### config.mk
export PLATFORM = sky130hd
export DESIGN_NAME = ten_base_t_phy_link_control
export DESIGN_NICKNAME = d
export VERILOG_FILES = /design/src/logic/phy_link_pkg.sv /design/src/logic/ten_base_t_phy_link_control.sv
export SDC_FILE = /design/constraint.sdc
export NUM_CORES = 1
export LEC_CHECK = 0
export BUFFER_PORTS_ARGS = -buffer_cell sky130_fd_sc_hd__buf_2
export CAP_MARGIN = 20
export CORE_UTILIZATION = 60
export CTS_CLUSTER_SIZE = 16
export DETAILED_ROUTE_END_ITERATION = 10
export PLACE_DENSITY_LB_ADDON = 0.15
export SYNTH_ARGS = -nofsm -noshare
export SYNTH_HDL_FRONTEND = slang
export SYNTH_SLANG_ARGS = --single-unit
### constraint.sdc
create_clock -name clk_sys_in -period 2.9 [get_ports clk_sys_in]
set_input_delay 0.145 -clock clk_sys_in [delete_from_list [all_inputs] [get_ports clk_sys_in]]
set_output_delay 0.145 -clock clk_sys_in [all_outputs]
set_load 0.01 [all_outputs]
### src/logic/phy_link_pkg.sv
package phy_link_pkg;

	// --------------------------------
	// Clock and bit timing
	// --------------------------------
	localparam int CLK_NS = 10; // System clock period
	localparam int BIT_NS = 100; // One bit time
	localparam int CYC_PER_BIT = BIT_NS / CLK_NS;
	localparam int HALF_CYC = CYC_PER_BIT / 2;
	localparam int MS_NS = 1000000;
	localparam int BITS_PER_MS = MS_NS / BIT_NS;

	// --------------------------------
	// Timers
	// --------------------------------
	localparam int JABBER_MS = 32;
	localparam int UNJAB_MS = 256;
	localparam int SQE_DELAY_NS = 1000000; // One ms, inside the 0.6 to 1.6 ms window
	localparam int SQE_DELAY_BITS = SQE_DELAY_NS / BIT_NS;
	localparam int SQE_BITS = 10;
	localparam int LINK_PULSE_MS = 16;
	localparam int LINK_LOSS_MS = 64;
	localparam int TEST_MIN_MS = 4;
	localparam int TEST_MAX_MS = 64;
	localparam int LINK_COUNT = 2;

	// --------------------------------
	// Squelch and line activity
	// --------------------------------
	localparam int SQ_REJECT_NS = 15;
	localparam int SQ_ACCEPT_NS = 30;
	localparam int SQ_ACCEPT_CYC = (SQ_ACCEPT_NS + CLK_NS - 1) / CLK_NS;
	localparam int IDLE_CYC = 2 * CYC_PER_BIT; // Quiet this long means idle
	localparam int LP_MAX_CYC = 2 * CYC_PER_BIT; // Shorter bursts are link pulses
	localparam int MID_GAP_CYC = CYC_PER_BIT * 3 / 4;

	// --------------------------------
	// Status field positions
	// --------------------------------
	localparam int STAT_LINK_OK = 0;
	localparam int STAT_JABBER = 1;
	localparam int STAT_POL_REV = 2;
	localparam int STAT_COLLISION = 3;
	localparam int STAT_EXT_CABLE = 4;
	localparam int STAT_W = 5;

	// --------------------------------
	// Synchroniser bit positions
	// --------------------------------
	localparam int SY_LINE = 0;
	localparam int SY_COAX_COL = 1;
	localparam int SY_EXT_RXD = 2;
	localparam int SY_EXT_RECOVERED_RX_CLOCK = 3;
	localparam int SY_EXT_CRS_N = 4;
	localparam int SY_EXT_COL_N = 5;
	localparam int SY_XSEL_N = 6;
	localparam int SYNC_W = 7;
	localparam logic [SYNC_W-1:0] SYNC_RST = 7'h70; // Active-low inputs rest high

	typedef enum logic {LINK_FAIL, LINK_PASS} link_state_t;

endpackage

### src/logic/ten_base_t_phy_link_control.sv
`timescale 1ns/1ns
`default_nettype none
module ten_base_t_phy_link_control
	import phy_link_pkg::*;
#(
	parameter int MS_BITS = BITS_PER_MS,
	parameter int SQE_WAIT_BITS = SQE_DELAY_BITS
)
(
	input wire logic clk_sys_in,
	input wire logic rst_n_in,
	input wire logic transmit_enable_n_in,
	input wire logic tx_data_in,
	output logic tx_clock_out,
	output logic rx_data_out,
	output logic recovered_rx_clock_out,
	output logic carrier_sense_n_out,
	output logic collision_indicator_n_out,
	input wire logic tp_mode_in,
	input wire logic link_test_disable_in,
	input wire logic extended_cable_in,
	input wire logic external_codec_select_n_in,
	input wire logic rx_line_in,
	input wire logic coax_collision_in,
	output logic tp_tx_out,
	output logic tp_tx_predistort_out,
	output logic aui_tx_out,
	output logic ext_tx_enable_n_out,
	output logic ext_tx_data_out,
	input wire logic ext_rx_data_in,
	input wire logic ext_rx_clock_in,
	input wire logic ext_carrier_n_in,
	input wire logic ext_collision_n_in,
	output logic [STAT_W-1:0] phy_status_register_out
);

	// --------------------------------
	// Declarations
	// --------------------------------
	logic [SYNC_W-1:0] sync1_r; // First stage, read only by stage two
	logic [SYNC_W-1:0] sync2_r; // Safe copies of pin inputs
	logic [3:0] cyc_r; // Cycle within bit time
	logic [15:0] msdiv_r; // Bit times within one ms
	logic bit_en;
	logic half;
	logic ms_en;
	logic ext_sel; // External codec owns the MAC signals
	logic tx_req;
	logic tx_allow;
	logic tx_on_r; // Encoder is sending
	logic tx_bit_r; // Bit being encoded
	logic manch;
	logic tx_line;
	logic jabber_r;
	logic [8:0] jab_ms_r;
	logic lp_r; // Outgoing link pulse
	logic [4:0] lp_ms_r;
	logic line_raw;
	logic line_prev_r;
	logic pol_inv_r;
	logic line_pol;
	logic [4:0] wid_r; // Cycles since last line edge
	logic act_r; // Squelch-accepted line activity
	logic [4:0] burst_r;
	logic act_end;
	logic data_act;
	logic lp_rx;
	logic coax_prev_r;
	logic [4:0] cwid_r;
	logic col_now;
	logic loop_ok;
	logic use_loop;
	logic rx_src;
	logic src_prev_r;
	logic [4:0] gap_r; // Cycles since last mid-bit edge
	logic rx_bit_r;
	logic recovered_rx_clock_r;
	logic crs_int;
	logic tx_on_d_r;
	logic sqe_pend_r;
	logic sqe_on_r;
	logic [15:0] sqe_wait_r;
	logic [3:0] sqe_len_r;
	link_state_t st_r;
	logic [6:0] lk_ms_r;
	logic [1:0] lk_cnt_r;

	// --------------------------------
	// Input synchronisers
	// --------------------------------
	// Line, coax and external codec pins pass two flops before any logic looks at them
	always_ff @(posedge clk_sys_in or negedge rst_n_in)
	begin
		if (!rst_n_in)
		begin
			sync1_r <= SYNC_RST;
			sync2_r <= SYNC_RST;
		end
		else
		begin
			sync1_r <= {external_codec_select_n_in, ext_collision_n_in, ext_carrier_n_in,
				ext_rx_clock_in, ext_rx_data_in, coax_collision_in, rx_line_in};
			sync2_r <= sync1_r;
		end
	end

	assign ext_sel = ~sync2_r[SY_XSEL_N];

	// --------------------------------
	// Bit and millisecond enables
	// --------------------------------
	assign bit_en = (cyc_r == CYC_PER_BIT - 1);
	assign half = (cyc_r < HALF_CYC);
	assign ms_en = bit_en && (msdiv_r == MS_BITS - 1);
	assign tx_clock_out = ~half;

	// Bit clock divider and ms prescaler share one chain
	always_ff @(posedge clk_sys_in or negedge rst_n_in)
	begin
		if (!rst_n_in)
		begin
			cyc_r <= 4'h0;
			msdiv_r <= 16'h0000;
		end
		else
		begin
			cyc_r <= bit_en ? 4'h0 : cyc_r + 4'h1;
			if (ms_en)
				msdiv_r <= 16'h0000;
			else if (bit_en)
				msdiv_r <= msdiv_r + 16'h0001;
		end
	end

	// --------------------------------
	// Transmit path
	// --------------------------------
	assign tx_req = ~transmit_enable_n_in & ~ext_sel;
	// Jabber and a failed link only gate the twisted pair side
	assign tx_allow = ~tp_mode_in | (~jabber_r & (st_r == LINK_PASS | link_test_disable_in));
	assign manch = half ? ~tx_bit_r : tx_bit_r;
	assign tx_line = tx_on_r & manch;

	// Frames start on a bit boundary; a block cuts them at once
	always_ff @(posedge clk_sys_in or negedge rst_n_in)
	begin
		if (!rst_n_in)
		begin
			tx_on_r <= 1'b0;
			tx_bit_r <= 1'b0;
		end
		else if (!tx_allow)
			tx_on_r <= 1'b0;
		else if (bit_en)
		begin
			tx_on_r <= tx_req;
			tx_bit_r <= tx_data_in;
		end
	end

	// Line drivers are registered to keep glitches off the pins
	always_ff @(posedge clk_sys_in or negedge rst_n_in)
	begin
		if (!rst_n_in)
		begin
			tp_tx_out <= 1'b0;
			tp_tx_predistort_out <= 1'b0;
			aui_tx_out <= 1'b0;
			ext_tx_enable_n_out <= 1'b1;
			ext_tx_data_out <= 1'b0;
		end
		else
		begin
			tp_tx_out <= tp_mode_in & (tx_on_r ? manch : lp_r);
			tp_tx_predistort_out <= tp_mode_in & tx_on_r & ~manch;
			aui_tx_out <= ~tp_mode_in & tx_line;
			ext_tx_enable_n_out <= ~(ext_sel & ~transmit_enable_n_in);
			ext_tx_data_out <= ext_sel & tx_data_in;
		end
	end

	// --------------------------------
	// Jabber
	// --------------------------------
	// Counts ms of transmit, then ms of idle before unjabbing
	always_ff @(posedge clk_sys_in or negedge rst_n_in)
	begin
		if (!rst_n_in)
		begin
			jabber_r <= 1'b0;
			jab_ms_r <= 9'h000;
		end
		else if (!tp_mode_in)
		begin
			jabber_r <= 1'b0; // Coax transceiver jabbers itself
			jab_ms_r <= 9'h000;
		end
		else if (!jabber_r)
		begin
			if (!tx_on_r)
				jab_ms_r <= 9'h000;
			else if (ms_en && jab_ms_r == JABBER_MS - 1)
			begin
				jabber_r <= 1'b1;
				jab_ms_r <= 9'h000;
			end
			else if (ms_en)
				jab_ms_r <= jab_ms_r + 9'h001;
		end
		else if (tx_req)
			jab_ms_r <= 9'h000; // Any transmit attempt restarts idle wait
		else if (ms_en && jab_ms_r == UNJAB_MS)
			jabber_r <= 1'b0;
		else if (ms_en)
			jab_ms_r <= jab_ms_r + 9'h001;
	end

	// --------------------------------
	// Link pulse generator
	// --------------------------------
	// Timer restarts after every frame or pulse; pulse lasts one bit
	always_ff @(posedge clk_sys_in or negedge rst_n_in)
	begin
		if (!rst_n_in)
		begin
			lp_r <= 1'b0;
			lp_ms_r <= 5'h00;
		end
		else
		begin
			if (lp_r && bit_en)
				lp_r <= 1'b0;
			else if (ms_en && tp_mode_in && !tx_on_r && lp_ms_r == LINK_PULSE_MS - 1)
				lp_r <= 1'b1;
			if (tx_on_r || lp_r || !tp_mode_in)
				lp_ms_r <= 5'h00;
			else if (ms_en && lp_ms_r == LINK_PULSE_MS - 1)
				lp_ms_r <= 5'h00; // Pulse is due now; never let the count pass its limit
			else if (ms_en)
				lp_ms_r <= lp_ms_r + 5'h01;
		end
	end

	// --------------------------------
	// Receive squelch and polarity
	// --------------------------------
	assign line_raw = sync2_r[SY_LINE];
	assign line_pol = line_raw ^ pol_inv_r;
	assign act_end = act_r && !(line_raw ^ line_prev_r) && wid_r == IDLE_CYC - 1;
	assign data_act = act_r && burst_r == LP_MAX_CYC;
	assign lp_rx = act_end && burst_r != LP_MAX_CYC;

	// A pulse counts only if its width, edge to edge, passes squelch
	always_ff @(posedge clk_sys_in or negedge rst_n_in)
	begin
		if (!rst_n_in)
		begin
			line_prev_r <= 1'b0;
			wid_r <= 5'(IDLE_CYC);
			act_r <= 1'b0;
			burst_r <= 5'h00;
			pol_inv_r <= 1'b0;
		end
		else
		begin
			line_prev_r <= line_raw;
			if (line_raw ^ line_prev_r)
			begin
				wid_r <= 5'h00;
				if (wid_r >= SQ_ACCEPT_CYC - 1 && wid_r != IDLE_CYC)
					act_r <= 1'b1;
			end
			else if (wid_r != IDLE_CYC)
				wid_r <= wid_r + 5'h01;
			if (act_end)
				act_r <= 1'b0;
			if (!act_r)
				burst_r <= 5'h00;
			else if (burst_r != LP_MAX_CYC)
				burst_r <= burst_r + 5'h01;
			// Line should rest low; resting high means crossed pair
			if (act_end)
				pol_inv_r <= tp_mode_in & line_raw;
		end
	end

	// --------------------------------
	// Coax collision presence
	// --------------------------------
	// Any toggling in the last two bit times means collision
	always_ff @(posedge clk_sys_in or negedge rst_n_in)
	begin
		if (!rst_n_in)
		begin
			coax_prev_r <= 1'b0;
			cwid_r <= 5'(IDLE_CYC);
		end
		else
		begin
			coax_prev_r <= sync2_r[SY_COAX_COL];
			if (sync2_r[SY_COAX_COL] ^ coax_prev_r)
				cwid_r <= 5'h00;
			else if (cwid_r != IDLE_CYC)
				cwid_r <= cwid_r + 5'h01;
		end
	end

	// --------------------------------
	// Collision and loopback select
	// --------------------------------
	assign col_now = tp_mode_in ? (tx_on_r & act_r) : (cwid_r != IDLE_CYC);
	assign loop_ok = tp_mode_in & ~jabber_r & (st_r == LINK_PASS | link_test_disable_in);
	assign use_loop = loop_ok & ~act_r;
	assign rx_src = tp_mode_in ? (use_loop ? tx_line : line_pol) : line_raw;

	// --------------------------------
	// Manchester decoder
	// --------------------------------
	// Edges near mid-bit carry data; boundary edges are skipped
	always_ff @(posedge clk_sys_in or negedge rst_n_in)
	begin
		if (!rst_n_in)
		begin
			src_prev_r <= 1'b0;
			gap_r <= 5'(IDLE_CYC);
			rx_bit_r <= 1'b0;
			recovered_rx_clock_r <= 1'b0;
		end
		else
		begin
			src_prev_r <= rx_src;
			if ((rx_src ^ src_prev_r) && gap_r >= MID_GAP_CYC - 1)
			begin
				gap_r <= 5'h00;
				rx_bit_r <= rx_src;
				recovered_rx_clock_r <= 1'b1;
			end
			else
			begin
				if (gap_r != IDLE_CYC)
					gap_r <= gap_r + 5'h01;
				if (gap_r == HALF_CYC - 1)
					recovered_rx_clock_r <= 1'b0;
			end
		end
	end

	// --------------------------------
	// MAC side outputs
	// --------------------------------
	assign crs_int = data_act | (use_loop & tx_on_r);

	// External codec pins take over every MAC-facing output except tx_clock_out
	always_ff @(posedge clk_sys_in or negedge rst_n_in)
	begin
		if (!rst_n_in)
		begin
			rx_data_out <= 1'b0;
			recovered_rx_clock_out <= 1'b0;
			carrier_sense_n_out <= 1'b1;
			collision_indicator_n_out <= 1'b1;
		end
		else if (ext_sel)
		begin
			rx_data_out <= sync2_r[SY_EXT_RXD];
			recovered_rx_clock_out <= sync2_r[SY_EXT_RECOVERED_RX_CLOCK];
			carrier_sense_n_out <= sync2_r[SY_EXT_CRS_N];
			collision_indicator_n_out <= sync2_r[SY_EXT_COL_N];
		end
		else
		begin
			rx_data_out <= rx_bit_r;
			// Idle receive clock tracks transmit clock so the MAC never stalls
			recovered_rx_clock_out <= (gap_r != IDLE_CYC) ? recovered_rx_clock_r : ~half;
			carrier_sense_n_out <= ~crs_int;
			collision_indicator_n_out <= ~(col_now | (tp_mode_in & jabber_r) | sqe_on_r);
		end
	end

	// --------------------------------
	// SQE test
	// --------------------------------
	// Delay counted in bit times from the frame's final bit
	always_ff @(posedge clk_sys_in or negedge rst_n_in)
	begin
		if (!rst_n_in)
		begin
			tx_on_d_r <= 1'b0;
			sqe_pend_r <= 1'b0;
			sqe_on_r <= 1'b0;
			sqe_wait_r <= 16'h0000;
			sqe_len_r <= 4'h0;
		end
		else
		begin
			tx_on_d_r <= tx_on_r;
			if (tx_on_d_r && !tx_on_r && tp_mode_in && !jabber_r)
			begin
				sqe_pend_r <= 1'b1;
				sqe_wait_r <= 16'h0000;
			end
			else if (sqe_pend_r && bit_en)
			begin
				if (sqe_wait_r == SQE_WAIT_BITS - 1)
				begin
					sqe_pend_r <= 1'b0;
					sqe_on_r <= 1'b1;
					sqe_len_r <= 4'h0;
				end
				else
					sqe_wait_r <= sqe_wait_r + 16'h0001;
			end
			if (sqe_on_r && bit_en)
			begin
				if (sqe_len_r == SQE_BITS - 1)
					sqe_on_r <= 1'b0;
				else
					sqe_len_r <= sqe_len_r + 4'h1;
			end
		end
	end

	// --------------------------------
	// Link integrity state machine
	// --------------------------------
	// Fail ends on two pulses spaced at least min and within max, or on one data burst
	always_ff @(posedge clk_sys_in or negedge rst_n_in)
	begin
		if (!rst_n_in)
		begin
			st_r <= LINK_FAIL;
			lk_ms_r <= 7'h00;
			lk_cnt_r <= 2'h0;
		end
		else if (!tp_mode_in)
		begin
			st_r <= LINK_PASS; // No link test on coax
			lk_ms_r <= 7'h00;
			lk_cnt_r <= 2'h0;
		end
		else
		begin
			unique case (st_r)
				LINK_PASS:
				begin
					if (lp_rx || data_act)
						lk_ms_r <= 7'h00;
					else if (ms_en && lk_ms_r == LINK_LOSS_MS - 1)
					begin
						st_r <= LINK_FAIL;
						lk_ms_r <= 7'h00;
						lk_cnt_r <= 2'h0;
					end
					else if (ms_en)
						lk_ms_r <= lk_ms_r + 7'h01;
				end
				LINK_FAIL:
				begin
					if (data_act)
					begin
						st_r <= LINK_PASS;
						lk_ms_r <= 7'h00;
					end
					else if (lp_rx && lk_cnt_r != 2'h0 && lk_ms_r >= TEST_MIN_MS)
					begin
						lk_ms_r <= 7'h00;
						lk_cnt_r <= lk_cnt_r + 2'h1;
						if (lk_cnt_r + 2'h1 == LINK_COUNT)
							st_r <= LINK_PASS;
					end
					else if (lp_rx)
					begin
						lk_ms_r <= 7'h00; // First or too-early pulse restarts
						lk_cnt_r <= 2'h1;
					end
					else if (ms_en && lk_cnt_r != 2'h0)
					begin
						if (lk_ms_r == TEST_MAX_MS - 1)
						begin
							lk_cnt_r <= 2'h0;
							lk_ms_r <= 7'h00;
						end
						else
							lk_ms_r <= lk_ms_r + 7'h01;
					end
				end
			endcase
		end
	end

	// --------------------------------
	// Status output
	// --------------------------------
	always_ff @(posedge clk_sys_in or negedge rst_n_in)
	begin
		if (!rst_n_in)
			phy_status_register_out <= 5'h00;
		else
		begin
			phy_status_register_out[STAT_LINK_OK] <= (st_r == LINK_PASS);
			phy_status_register_out[STAT_JABBER] <= jabber_r;
			phy_status_register_out[STAT_POL_REV] <= pol_inv_r;
			phy_status_register_out[STAT_COLLISION] <= col_now;
			phy_status_register_out[STAT_EXT_CABLE] <= extended_cable_in;
		end
	end
endmodule
`default_nettype wire
==> flow_summary.json, run 1 <==
{
  "syn_area_sq_um": 6150,
  "clock_latency_ns": 0.53,
  "placementRows": 36,
  "syn_nets": 631,
  "die-height_microns": 103,
  "firstDrtPassIters": 4,
  "cts_tree": "built",
  "p_leak_nw": 3.14,
  "grt_pass1_wl_microns": 21200,
  "mostFrequentLayoutCells": "111 x dfrtp_1, 57 x nor2_1, 44 x nand2_1",
  "critPathMaxFanout": 12,
  "boundaryPins": 29,
  "synth_flop_cell": "dfrtp_1",
  "start_kind": "register",
  "dr_wl_met3_microns": 477,
  "h-tree-depth": 4,
  "coreArea_sq_um": 9860,
  "fin_area_sq_um": 7110,
  "cts-root-buf": "clkbuf_8",
  "grt_pass1_vias": 4547,
  "path_clk_slew_ns": 0.06,
  "synthArstFlopShare": 1.00,
  "antenna_found_initial": 0,
  "cts_buffer_depth": 2,
  "dr_wl_met2_microns": 6130,
  "crit_path_end_kind": "register",
  "max_slew_margin": 0.546,
  "antennaDiodeCount": 0,
  "drc_errors": 0,
  "fmax_mhz": 422,
  "syn_inst": 596,
  "period_needed_ns": 2.37,
  "cts_resized": 0,
  "ys_warn_count": 0,
  "outcome": "complete, no violations",
  "io_buffers": 28,
  "wl_microns": 12500,
  "mostFrequentLayoutCell": "dfrtp_1",
  "powerDensity_nw_per_um2": 637,
  "nNetsFinal": 678,
  "fp.dieArea_sq_um": 10700,
  "synth_area_per_cell_sq_um": 10.3,
  "ir_drop_mv": 0.492,
  "overflow": 0,
  "wl_met1_microns": 5620,
  "rsz0062_at_grt": "no",
  "ant_nets": 0,
  "slew_viol_final": 0,
  "postPlaceCellArea_sq_um": 6450,
  "dp_hpwl_microns": 8480,
  "finalHoldViolCount": 0,
  "initial_utilization": 0.624,
  "setup_violations": 0,
  "hold_class": "in2reg",
  "grtUsageTotal": 0.264,
  "num_vias": 4548,
  "syn_to_final_growth_pct": 15.6,
  "drtIter0Drc": 200,
  "required_ns": 3.33,
  "worst_pin_slew_ns": 0.672,
  "highest_layer": "met4",
  "post_drt_wl_per_cell_microns": 15.8,
  "drive_gt1_frac": 0.157,
  "maxCapViolCount": 0,
  "ys_seq_elements": 126,
  "cts_buffers": 17,
  "critPathArrivalTime_ns": 2.80,
  "die_w_microns": 103,
  "ys_seq_area_frac": 0.515,
  "gp_congestion": 0.932,
  "synth_cell_type_count": 67,
  "finClkSkew_ns": 0.00840,
  "min_period_over_period": 0.816,
  "cts.sinks": 126,
  "setup_tns_ns": 0,
  "critical_path_class": "reg2reg",
  "synth_edf_count": 0,
  "vias_per_cell": 5.76,
  "grt_max_degree": 75
}
==> through the flow <==
| step | util | total power, mW | hold slack (ns) | cells | setup WS (ns) |
|---|---|---|---|---|---|
| 5_1_grt | 0.721 | 4.76 | 0.149 | 789 | 0.401 |
| 6_report | 0.721 | 4.53 | 0.115 | 789 | 0.532 |
| 2_1_floorplan | - | 2.43 | -0.151 | 596 | 0.904 |
| 4_1_cts | 0.721 | 4.57 | 0.0970 | 789 | 0.544 |
| 3_3_place_gp | 0.654 | 2.57 | 0.215 | 745 | 0.624 |
| 3_5_place_dp | 0.654 | 2.60 | 0.217 | 745 | 0.553 |
==> cell usage after synthesis (all sizes together) (3+ instances only) <==
cell | instances | area (sq um)
o21ai | 24 | 120
xor2 | 23 | 201
nor4 | 10 | 92.6
buf | 6 | 31.3
a2111oi | 3 | 26.3
o31ai | 3 | 22.5
nand2 | 44 | 165
nor4b | 5 | 50.0
dfrtp | 111 | 2780
dfstp | 15 | 394
nand2b | 5 | 31.3
mux2 | 7 | 78.8
and2 | 4 | 25.0
a21oi | 23 | 115
mux2i | 5 | 50.1
a21boi | 4 | 30.0
or3 | 12 | 80.1
o211ai | 3 | 22.5
o2111ai | 4 | 35.0
nand3b | 4 | 30.0
nor2 | 58 | 220
and3 | 10 | 62.6
nand4 | 16 | 100
ha | 21 | 263
nor3 | 15 | 100
or4 | 6 | 52.6
inv | 27 | 101
xnor2 | 26 | 228
nor2b | 8 | 50.1
or2 | 5 | 31.3
nand3 | 40 | 200
clkbuf | 12 | 45.0
nand4b | 4 | 35.0
nor3b | 5 | 37.5
==> worst paths after layout <==
| path | from | end | slack (ns) | cells after the start |
|---|---|---|---|---|
| worst max-delay path | msdiv_r[5] | lp_ms_r[3] | 0.53 | 5 |
| worst min-delay path | link_test_disable_in | tx_on_r | 0.11 | 4 |
| worst max register to register | msdiv_r[5] | lp_ms_r[3] | 0.53 | 5 |
| worst min register to register | sync1_r[6] | sync2_r[6] | 0.35 | 0 |
| max in group asynchronous | rst_n_in | gap_r[2] | 1.88 | 3 |
| min in group asynchronous | rst_n_in | sync1_r[1] | 0.19 | 2 |
==> metal layers <==
metal  vias up  GRT usage
met1      2210      0.330
li1       2218          -
met3        25     0.0753
met2        95      0.432
met5         -          0
met4         0      0.116
==> layout make-up <==
type | count | area (sq um)
Sequential cell | 126 | 3170
Multi-Input combinational cell | 425 | 2810
Fill cell | 678 | 2750
Clock buffer | 25 | 484
Timing Repair Buffer | 46 | 320
Tap cell | 133 | 166
Inverter | 27 | 101
Clock inverter | 7 | 60.1
==> what timing repair did <==
item / in CTS / in global routing
hold buffers: 12 / 0
endpoints found under the hold margin: 60 / 0
buffers inserted: 0 / 0
==> kinds of logic after synthesis <==
group	after synthesis	synth area share
AO/OA/AOI/OAI	86	0.0905
flip-flops	126	0.515
adder cells (fa/ha/maj)	21	0.0427
buffers and inverters	45	0.0289
XOR/XNOR	49	0.0697
multiplexers	12	0.0209
AND/OR/NAND/NOR	257	0.232
==> report_power, final <==
part           total (mW)  switching, mW  internal (mW)
Clock                1.93          0.717           1.22
Combinational       0.543          0.289          0.254
Sequential           2.05          0.133           1.92
Total                4.53           1.14           3.39
==> worst max-delay path: stages, from the launching register on <==
cell	delay (ns)
dfrtp_1	0.43
or4_4	0.60
or3_1	0.41
nor2_2	0.39
a41oi_1	0.18
a311oi_1	0.26
==> flip-flops by register name (all words and copies together) (netlist names), 7 cells and up <==
name / count
sync1_r: 7
msdiv_r: 16
jab_ms_r: 9
sqe_wait_r: 16
sync2_r: 7
lk_ms_r: 7
(Power assumes the default switching activity.)
==> run 2: changes to the inputs <==
--- a/config.mk
+++ b/config.mk
@@ -5,6 +5,7 @@
 export SDC_FILE = /design/constraint.sdc
 export NUM_CORES = 1
 export LEC_CHECK = 0
+export ABC_AREA = 1
 export BUFFER_PORTS_ARGS = -buffer_cell sky130_fd_sc_hd__buf_2
 export CAP_MARGIN = 20
 export CORE_UTILIZATION = 60
==> constraint.sdc (replaced) <==
create_clock -name clk_sys_in -period 2.4 [get_ports clk_sys_in]
set_input_delay 0.12 -clock clk_sys_in [delete_from_list [all_inputs] [get_ports clk_sys_in]]
set_output_delay 0.12 -clock clk_sys_in [all_outputs]
set_load 0.01 [all_outputs]
==> flow_summary.json, run 2 <==
{
  "num_vias": 5418,
  "die_w_microns": 107,
  "setup_tns_ns": 0,
  "overflow": 0,
  "fmax_mhz": 493,
  "period_needed_ns": 2.03,
  "grt_pass1_wl_microns": 23900,
  "start_kind": "register",
  "initial_utilization": 0.627,
  "synth_mux_area_frac": 0,
  "firstDrtPassIters": 5,
  "min_period_over_period": 0.844,
  "post_drt_wl_per_cell_microns": 14.0,
  "ir_drop_mv": 0.732,
  "mostFrequentLayoutCells": "163 x nand2_1, 113 x inv_1, 111 x dfrtp_1",
  "setup_violations": 0,
  "drive_gt1_frac": 0.146,
  "finalHoldViolCount": 0,
  "slew_viol_final": 0,
  "swShare": 0.295,
  "grt_pass1_vias": 5227,
  "h-tree-depth": 4,
  "placementRows": 37,
  "antennaDiodeCount": 0,
  "synth_area_leaders": "dfrtp_1 42%, nand2_1 9.3%, inv_1 6.4%, dfstp_2 6.0%, nand3_1 4.9%",
  "synth_xor_area_frac": 0.0359,
  "top_regs": "msdiv_r (16), sqe_wait_r (16), jab_ms_r (9)",
  "required_ns": 2.80,
  "cts_buffer_depth": 2,
  "ys_seq_elements": 126,
  "worst_pin_slew_ns": 0.638,
  "synth_common_cells": "163 x nand2_1, 113 x inv_1, 111 x dfrtp_1",
  "critPathArrivalTime_ns": 2.42,
  "syn_area_sq_um": 6590,
  "switching_power_mw": 1.75,
  "drc_errors": 0,
  "regToRegEndpoint": "sqe_wait_r[14]",
  "antenna_found_initial": 0,
  "ant_nets": 0,
  "powerDensity_nw_per_um2": 783,
  "gp_congestion": 0.886,
  "hold_slack_ns": 0.0549,
  "synthArstFlopShare": 1.00,
  "yosys.area_share.adder": 0.0398,
  "maxCapViolCount": 0,
  "wl_microns": 13900,
  "coreArea_sq_um": 10500,
  "comb_power_share": 0.146,
  "synth_cell_type_count": 46,
  "nNetsFinal": 878,
  "yosysMostFrequentCell": "nand2_1",
  "vias_per_cell": 5.46,
  "r2r_cells": 6,
  "fp.dieArea_sq_um": 11400,
  "path_clk_slew_ns": 0.06,
  "grtUsageTotal": 0.275,
  "critical_path_class": "reg2reg",
  "critPathLaunch": "sqe_wait_r[0]",
  "boundaryPins": 29,
  "finClkSkew_ns": 0.00863,
  "die-height_microns": 107,
  "crit_end": "sqe_wait_r[14]",
  "synth-compound-area-share": 0.0918,
  "cts-root-buf": "clkbuf_8",
  "syn_inst": 789,
  "synth_top_family_by_area": "simple AND/OR/NAND/NOR gates",
  "mostFrequentLayoutCell": "nand2_1",
  "grt_max_degree": 48,
  "cts_tree": "built",
  "yosys.area.top_type": "dfrtp_1",
  "outcome": "complete, no violations",
  "cts.sinks": 126,
  "cts_buffers": 17,
  "syn_to_final_growth_pct": 14.9,
  "clkPwrFrac": 0.422,
  "drtIter0Drc": 398,
  "p_int_mw": 4.18,
  "ys_warn_count": 0,
  "dp_hpwl_microns": 9880,
  "synth_edf_count": 0,
  "p_leak_nw": 3.73,
  "synth_simple_gate_area_frac": 0.274,
  "rsz0062_at_grt": "no",
  "max_slew_margin": 0.575,
  "rrSetupSlack_ns": 0.37,
  "syn_nets": 824,
  "synth_area_per_cell_sq_um": 8.36,
  "critPathMaxFanout": 19,
  "hold_class": "in2reg",
  "r2r_start": "sqe_wait_r[0]",
  "synth_flop_cell": "dfrtp_1",
  "crit_path_end_kind": "register",
  "yosys.area.top_type_share": 0.421,
  "ys_seq_area_frac": 0.481,
  "clock_latency_ns": 0.55,
  "io_buffers": 28,
  "p_seq_frac": 0.432
}
-- run 2: cell count changes in the layout (fill, tap and decap cells not counted), sizes merged, moves of 8 or more --
cell and delta:
nor3 +10, nand3 +29, clkbuf -8, nand2 +128
nor2b -8, inv +98, or3 -12, xnor2 -21
nor2 +20, and3 -10, o21ai +31
-- run 2: power by group through the flow --
| stage | sequential [mW] | combinational, mW | clock, mW |
|---|---|---|---|
| floorplan | 2.54 | 0.643 | 0 |
| detailed placement | 2.59 | 0.844 | 0 |
| global placement | 2.58 | 0.800 | 0 |
| global route | 2.59 | 1.01 | 2.63 |
| finish | 2.56 | 0.866 | 2.50 |
| CTS | 2.56 | 0.873 | 2.53 |
-- run 2: cell type report --
type / instances / area [sq um]
tap: 136 / 170
sequential: 126 / 3170
fill: 793 / 2930
clock buffer: 17 / 414
timing repair buffer: 45 / 300
inverter: 120 / 450
clock inverter: 15 / 160
multi-input combinational: 533 / 2910
-- run 2: logic make-up after synthesis --
kind of cell               after synthesis
AOI/OAI and AO/OA                      105
xor gates and xnor gates                27
adders and majority gates               21
buffers and inverters                  130
DFF                                    126
and+or+nand+nor                        380
-- run 2: layer usage --
| metal | vias up | GRT usage | routed length [microns] |
|---|---|---|---|
| met5 | - | 0 | 0 |
| met4 | 0 | 0.127 | 291 |
| met3 | 25 | 0.0742 | 588 |
| met2 | 126 | 0.448 | 6790 |
| met1 | 2582 | 0.341 | 6240 |
| li1 | 2685 | - | - |
-- run 2: how the worst min path moves through the flow --
stage,start,slack (ns),cells past startpoint,to
4_1_cts,link_test_disable_in,0.03,5,tx_on_r
6_report,link_test_disable_in,0.05,5,tx_on_r
3_3_place_gp,rst_n_in,0.16,1,burst_r[1]
3_5_place_dp,rst_n_in,0.17,1,burst_r[0]
2_1_floorplan,rst_n_in,-0.18,0,act_r
5_1_grt,link_test_disable_in,0.08,5,tx_on_r
-- run 2: repair_timing --
item / in CTS / in global routing
resized for setup: 0 / 0
buffers inserted: 0 / 0
hold buffers: 12 / 0
hold endpoints to repair: 59 / 0
-- run 2: stage by stage --
| stage | util | power (mW) | cell area [sq um] | setup slack, ns | std cells |
|---|---|---|---|---|---|
| after global routing | 0.721 | 6.23 | 7580 | 0.138 | 992 |
| final | 0.721 | 5.93 | 7580 | 0.373 | 992 |
| after detailed placement | 0.655 | 3.44 | 6880 | 0.389 | 948 |
| after global placement | 0.655 | 3.38 | 6880 | 0.514 | 948 |
| after floorplan | - | 3.18 | 6590 | 0.759 | 789 |
| after CTS | 0.721 | 5.97 | 7580 | 0.375 | 992 |
-- run 2: critical path, cell delays in order, from the launching register on --
cell and delay (ns):
dfrtp_1 0.39, ha_1 0.33, nand2_1 0.09, nor3_1 0.16
nand4_1 0.18, o22ai_2 0.54, o21ai_0 0.18
==> run 3: changes to the inputs <==
==> constraint.sdc (replaced) <==
create_clock -name clk_sys_in -period 2.05 [get_ports clk_sys_in]
set_input_delay 0.1025 -clock clk_sys_in [delete_from_list [all_inputs] [get_ports clk_sys_in]]
set_output_delay 0.1025 -clock clk_sys_in [all_outputs]
set_load 0.01 [all_outputs]
==> flow_summary.json, run 3 (synthesis results as in run 2) <==
{
  "drtIter0Drc": 256,
  "firstDrtPassIters": 4,
  "grt_pass1_vias": 5221,
  "grtUsageTotal": 0.271,
  "cts.sinks": 126,
  "worst_pin_slew_ns": 0.553,
  "nFillCells": 773,
  "dp_hpwl_microns": 9790,
  "critPathMaxStageDelay_ns": 0.38,
  "fmax_mhz": 530,
  "mostFrequentLayoutCell": "nand2_1",
  "p_int_mw": 5.05,
  "path_common_cell": "nand2_1",
  "die_w_microns": 107,
  "vias_per_cell": 5.38,
  "start_kind": "register",
  "maxCapViolCount": 0,
  "nNetsFinal": 882,
  "grt_max_degree": 52,
  "hold_slack_ns": 0.0418,
  "utilization": 0.729,
  "postPlaceCellArea_sq_um": 6910,
  "syn_to_final_growth_pct": 16.3,
  "crit_slowest_cell": "dfrtp_1",
  "cp_top_family": "simple AND/OR/NAND/NOR gates",
  "outcome": "complete, no violations",
  "antenna_found_initial": 0,
  "critPathMaxFanout": 6,
  "coreArea_sq_um": 10500,
  "crit_path_end_kind": "register",
  "powerDensity_nw_per_um2": 921,
  "mostFrequentLayoutCells": "163 x nand2_1, 113 x inv_1, 111 x dfrtp_1",
  "cts_tree": "built",
  "swShare": 0.285,
  "switching_power_mw": 2.01,
  "drive_gt1_frac": 0.152,
  "wl_microns": 14000,
  "max_slew_margin": 0.629,
  "io_buffers": 28,
  "comb_power_share": 0.146,
  "cts_buffer_depth": 2,
  "placementRows": 37,
  "drc_errors": 0,
  "boundaryPins": 29,
  "gp_congestion": 0.886,
  "fin_area_sq_um": 7670,
  "ant_nets": 0,
  "num_vias": 5360,
  "worst-path-buf-inv": 3,
  "h-tree-depth": 4,
  "initial_utilization": 0.627,
  "critical_path_class": "reg2reg",
  "setup_violations": 0,
  "period_needed_ns": 1.89,
  "ir_drop_mv": 0.790,
  "die-height_microns": 107,
  "p_leak_nw": 3.77,
  "clock_latency_ns": 0.54,
  "overflow": 0,
  "cts-root-buf": "clkbuf_8",
  "clkPwrFrac": 0.429,
  "fp.dieArea_sq_um": 11400,
  "path_cells": "inv_1 -> ha_1 -> nand2_1 -> inv_1 -> nand2_1 -> nand3_1 -> nand2_1 -> nor2_1 -> nand2_2 -> nand2_4 -> inv_2 -> nand2_1 -> nand2_1 -> nor2_1",
  "finalHoldViolCount": 0,
  "p_seq_frac": 0.425,
  "top_regs": "msdiv_r (16), sqe_wait_r (16), jab_ms_r (9)",
  "slew_viol_final": 0,
  "required_ns": 2.51,
  "path_clk_slew_ns": 0.06,
  "hold_class": "in2reg",
  "grt_pass1_wl_microns": 23900,
  "post_drt_wl_per_cell_microns": 14.1,
  "finClkSkew_ns": 0.0101,
  "min_period_over_period": 0.920,
  "cts_buffers": 17,
  "antennaDiodeCount": 0,
  "critPathArrivalTime_ns": 2.35
}
## run 3: metal layers
metal  vias to the layer above  global-route usage  part of all wire
met3                        24              0.0644             0.040
li1                       2683                   -                 -
met4                         0               0.103             0.017
met1                      2523               0.350              0.46
met5                         -                   0                 0
met2                       130               0.445              0.49
## run 3: what timing repair did
action                                 in CTS  in global routing
buffers inserted                            0                  3
setup endpoints to repair                   0                 12
hold buffers                               12                  0
resized for setup                           0                  4
endpoints found under the hold margin     127                  0
## run 3: power groups by stage
stage	Clock, mW	Combinational [mW]	Sequential [mW]
6_report	3.03	1.03	3.00
5_1_grt	3.17	1.19	3.03
4_1_cts	3.07	1.04	2.99
3_5_place_dp	0	1.01	3.03
3_3_place_gp	0	0.947	3.02
2_1_floorplan	0	0.753	2.97
## run 3: through the flow
step / std cells / power, mW / TNS (ns) / setup slack [ns]
6_report: 996 / 7.06 / 0 / 0.163
5_1_grt: 996 / 7.40 / -0.0000913 / -0.0000913
4_1_cts: 993 / 7.10 / 0 / 0.121
3_5_place_dp: 949 / 4.04 / 0 / 0.141
3_3_place_gp: 949 / 3.97 / 0 / 0.235
2_1_floorplan: 789 / 3.72 / 0 / 0.409
## run 3: worst paths after layout
kind / from / endpoint / slack [ns] / cells past startpoint
worst min register to register: sync1_r[1] / sync2_r[1] / 0.35 / 0
min in group asynchronous: rst_n_in / burst_r[1] / 0.10 / 2
worst min-delay path: link_test_disable_in / tx_on_r / 0.04 / 5
worst max-delay path: burst_r[0] / lk_ms_r[5] / 0.16 / 14
worst max register to register: burst_r[0] / lk_ms_r[5] / 0.16 / 14
max in group asynchronous: rst_n_in / ext_tx_enable_n_out / 1.25 / 3
## run 3: final cells by class
cell class              instances  area, sq um  share of cell area
clock buffers                  19          432              0.0563
clock inverters                13          163              0.0212
inverters                     120          450              0.0588
multi-input cells             533         2920               0.381
flip-flops and latches        126         3170               0.414
well taps                     136          170              0.0222
repair buffers                 49          355              0.0464
## run 3: worst register-to-register path: cells and delay by family (launching register included)
family	cells	cell delay (ns)
adders and majority gates	1	0.16
buffers and inverters	3	0.24
DFF	1	0.38
and+or+nand+nor	10	1.02
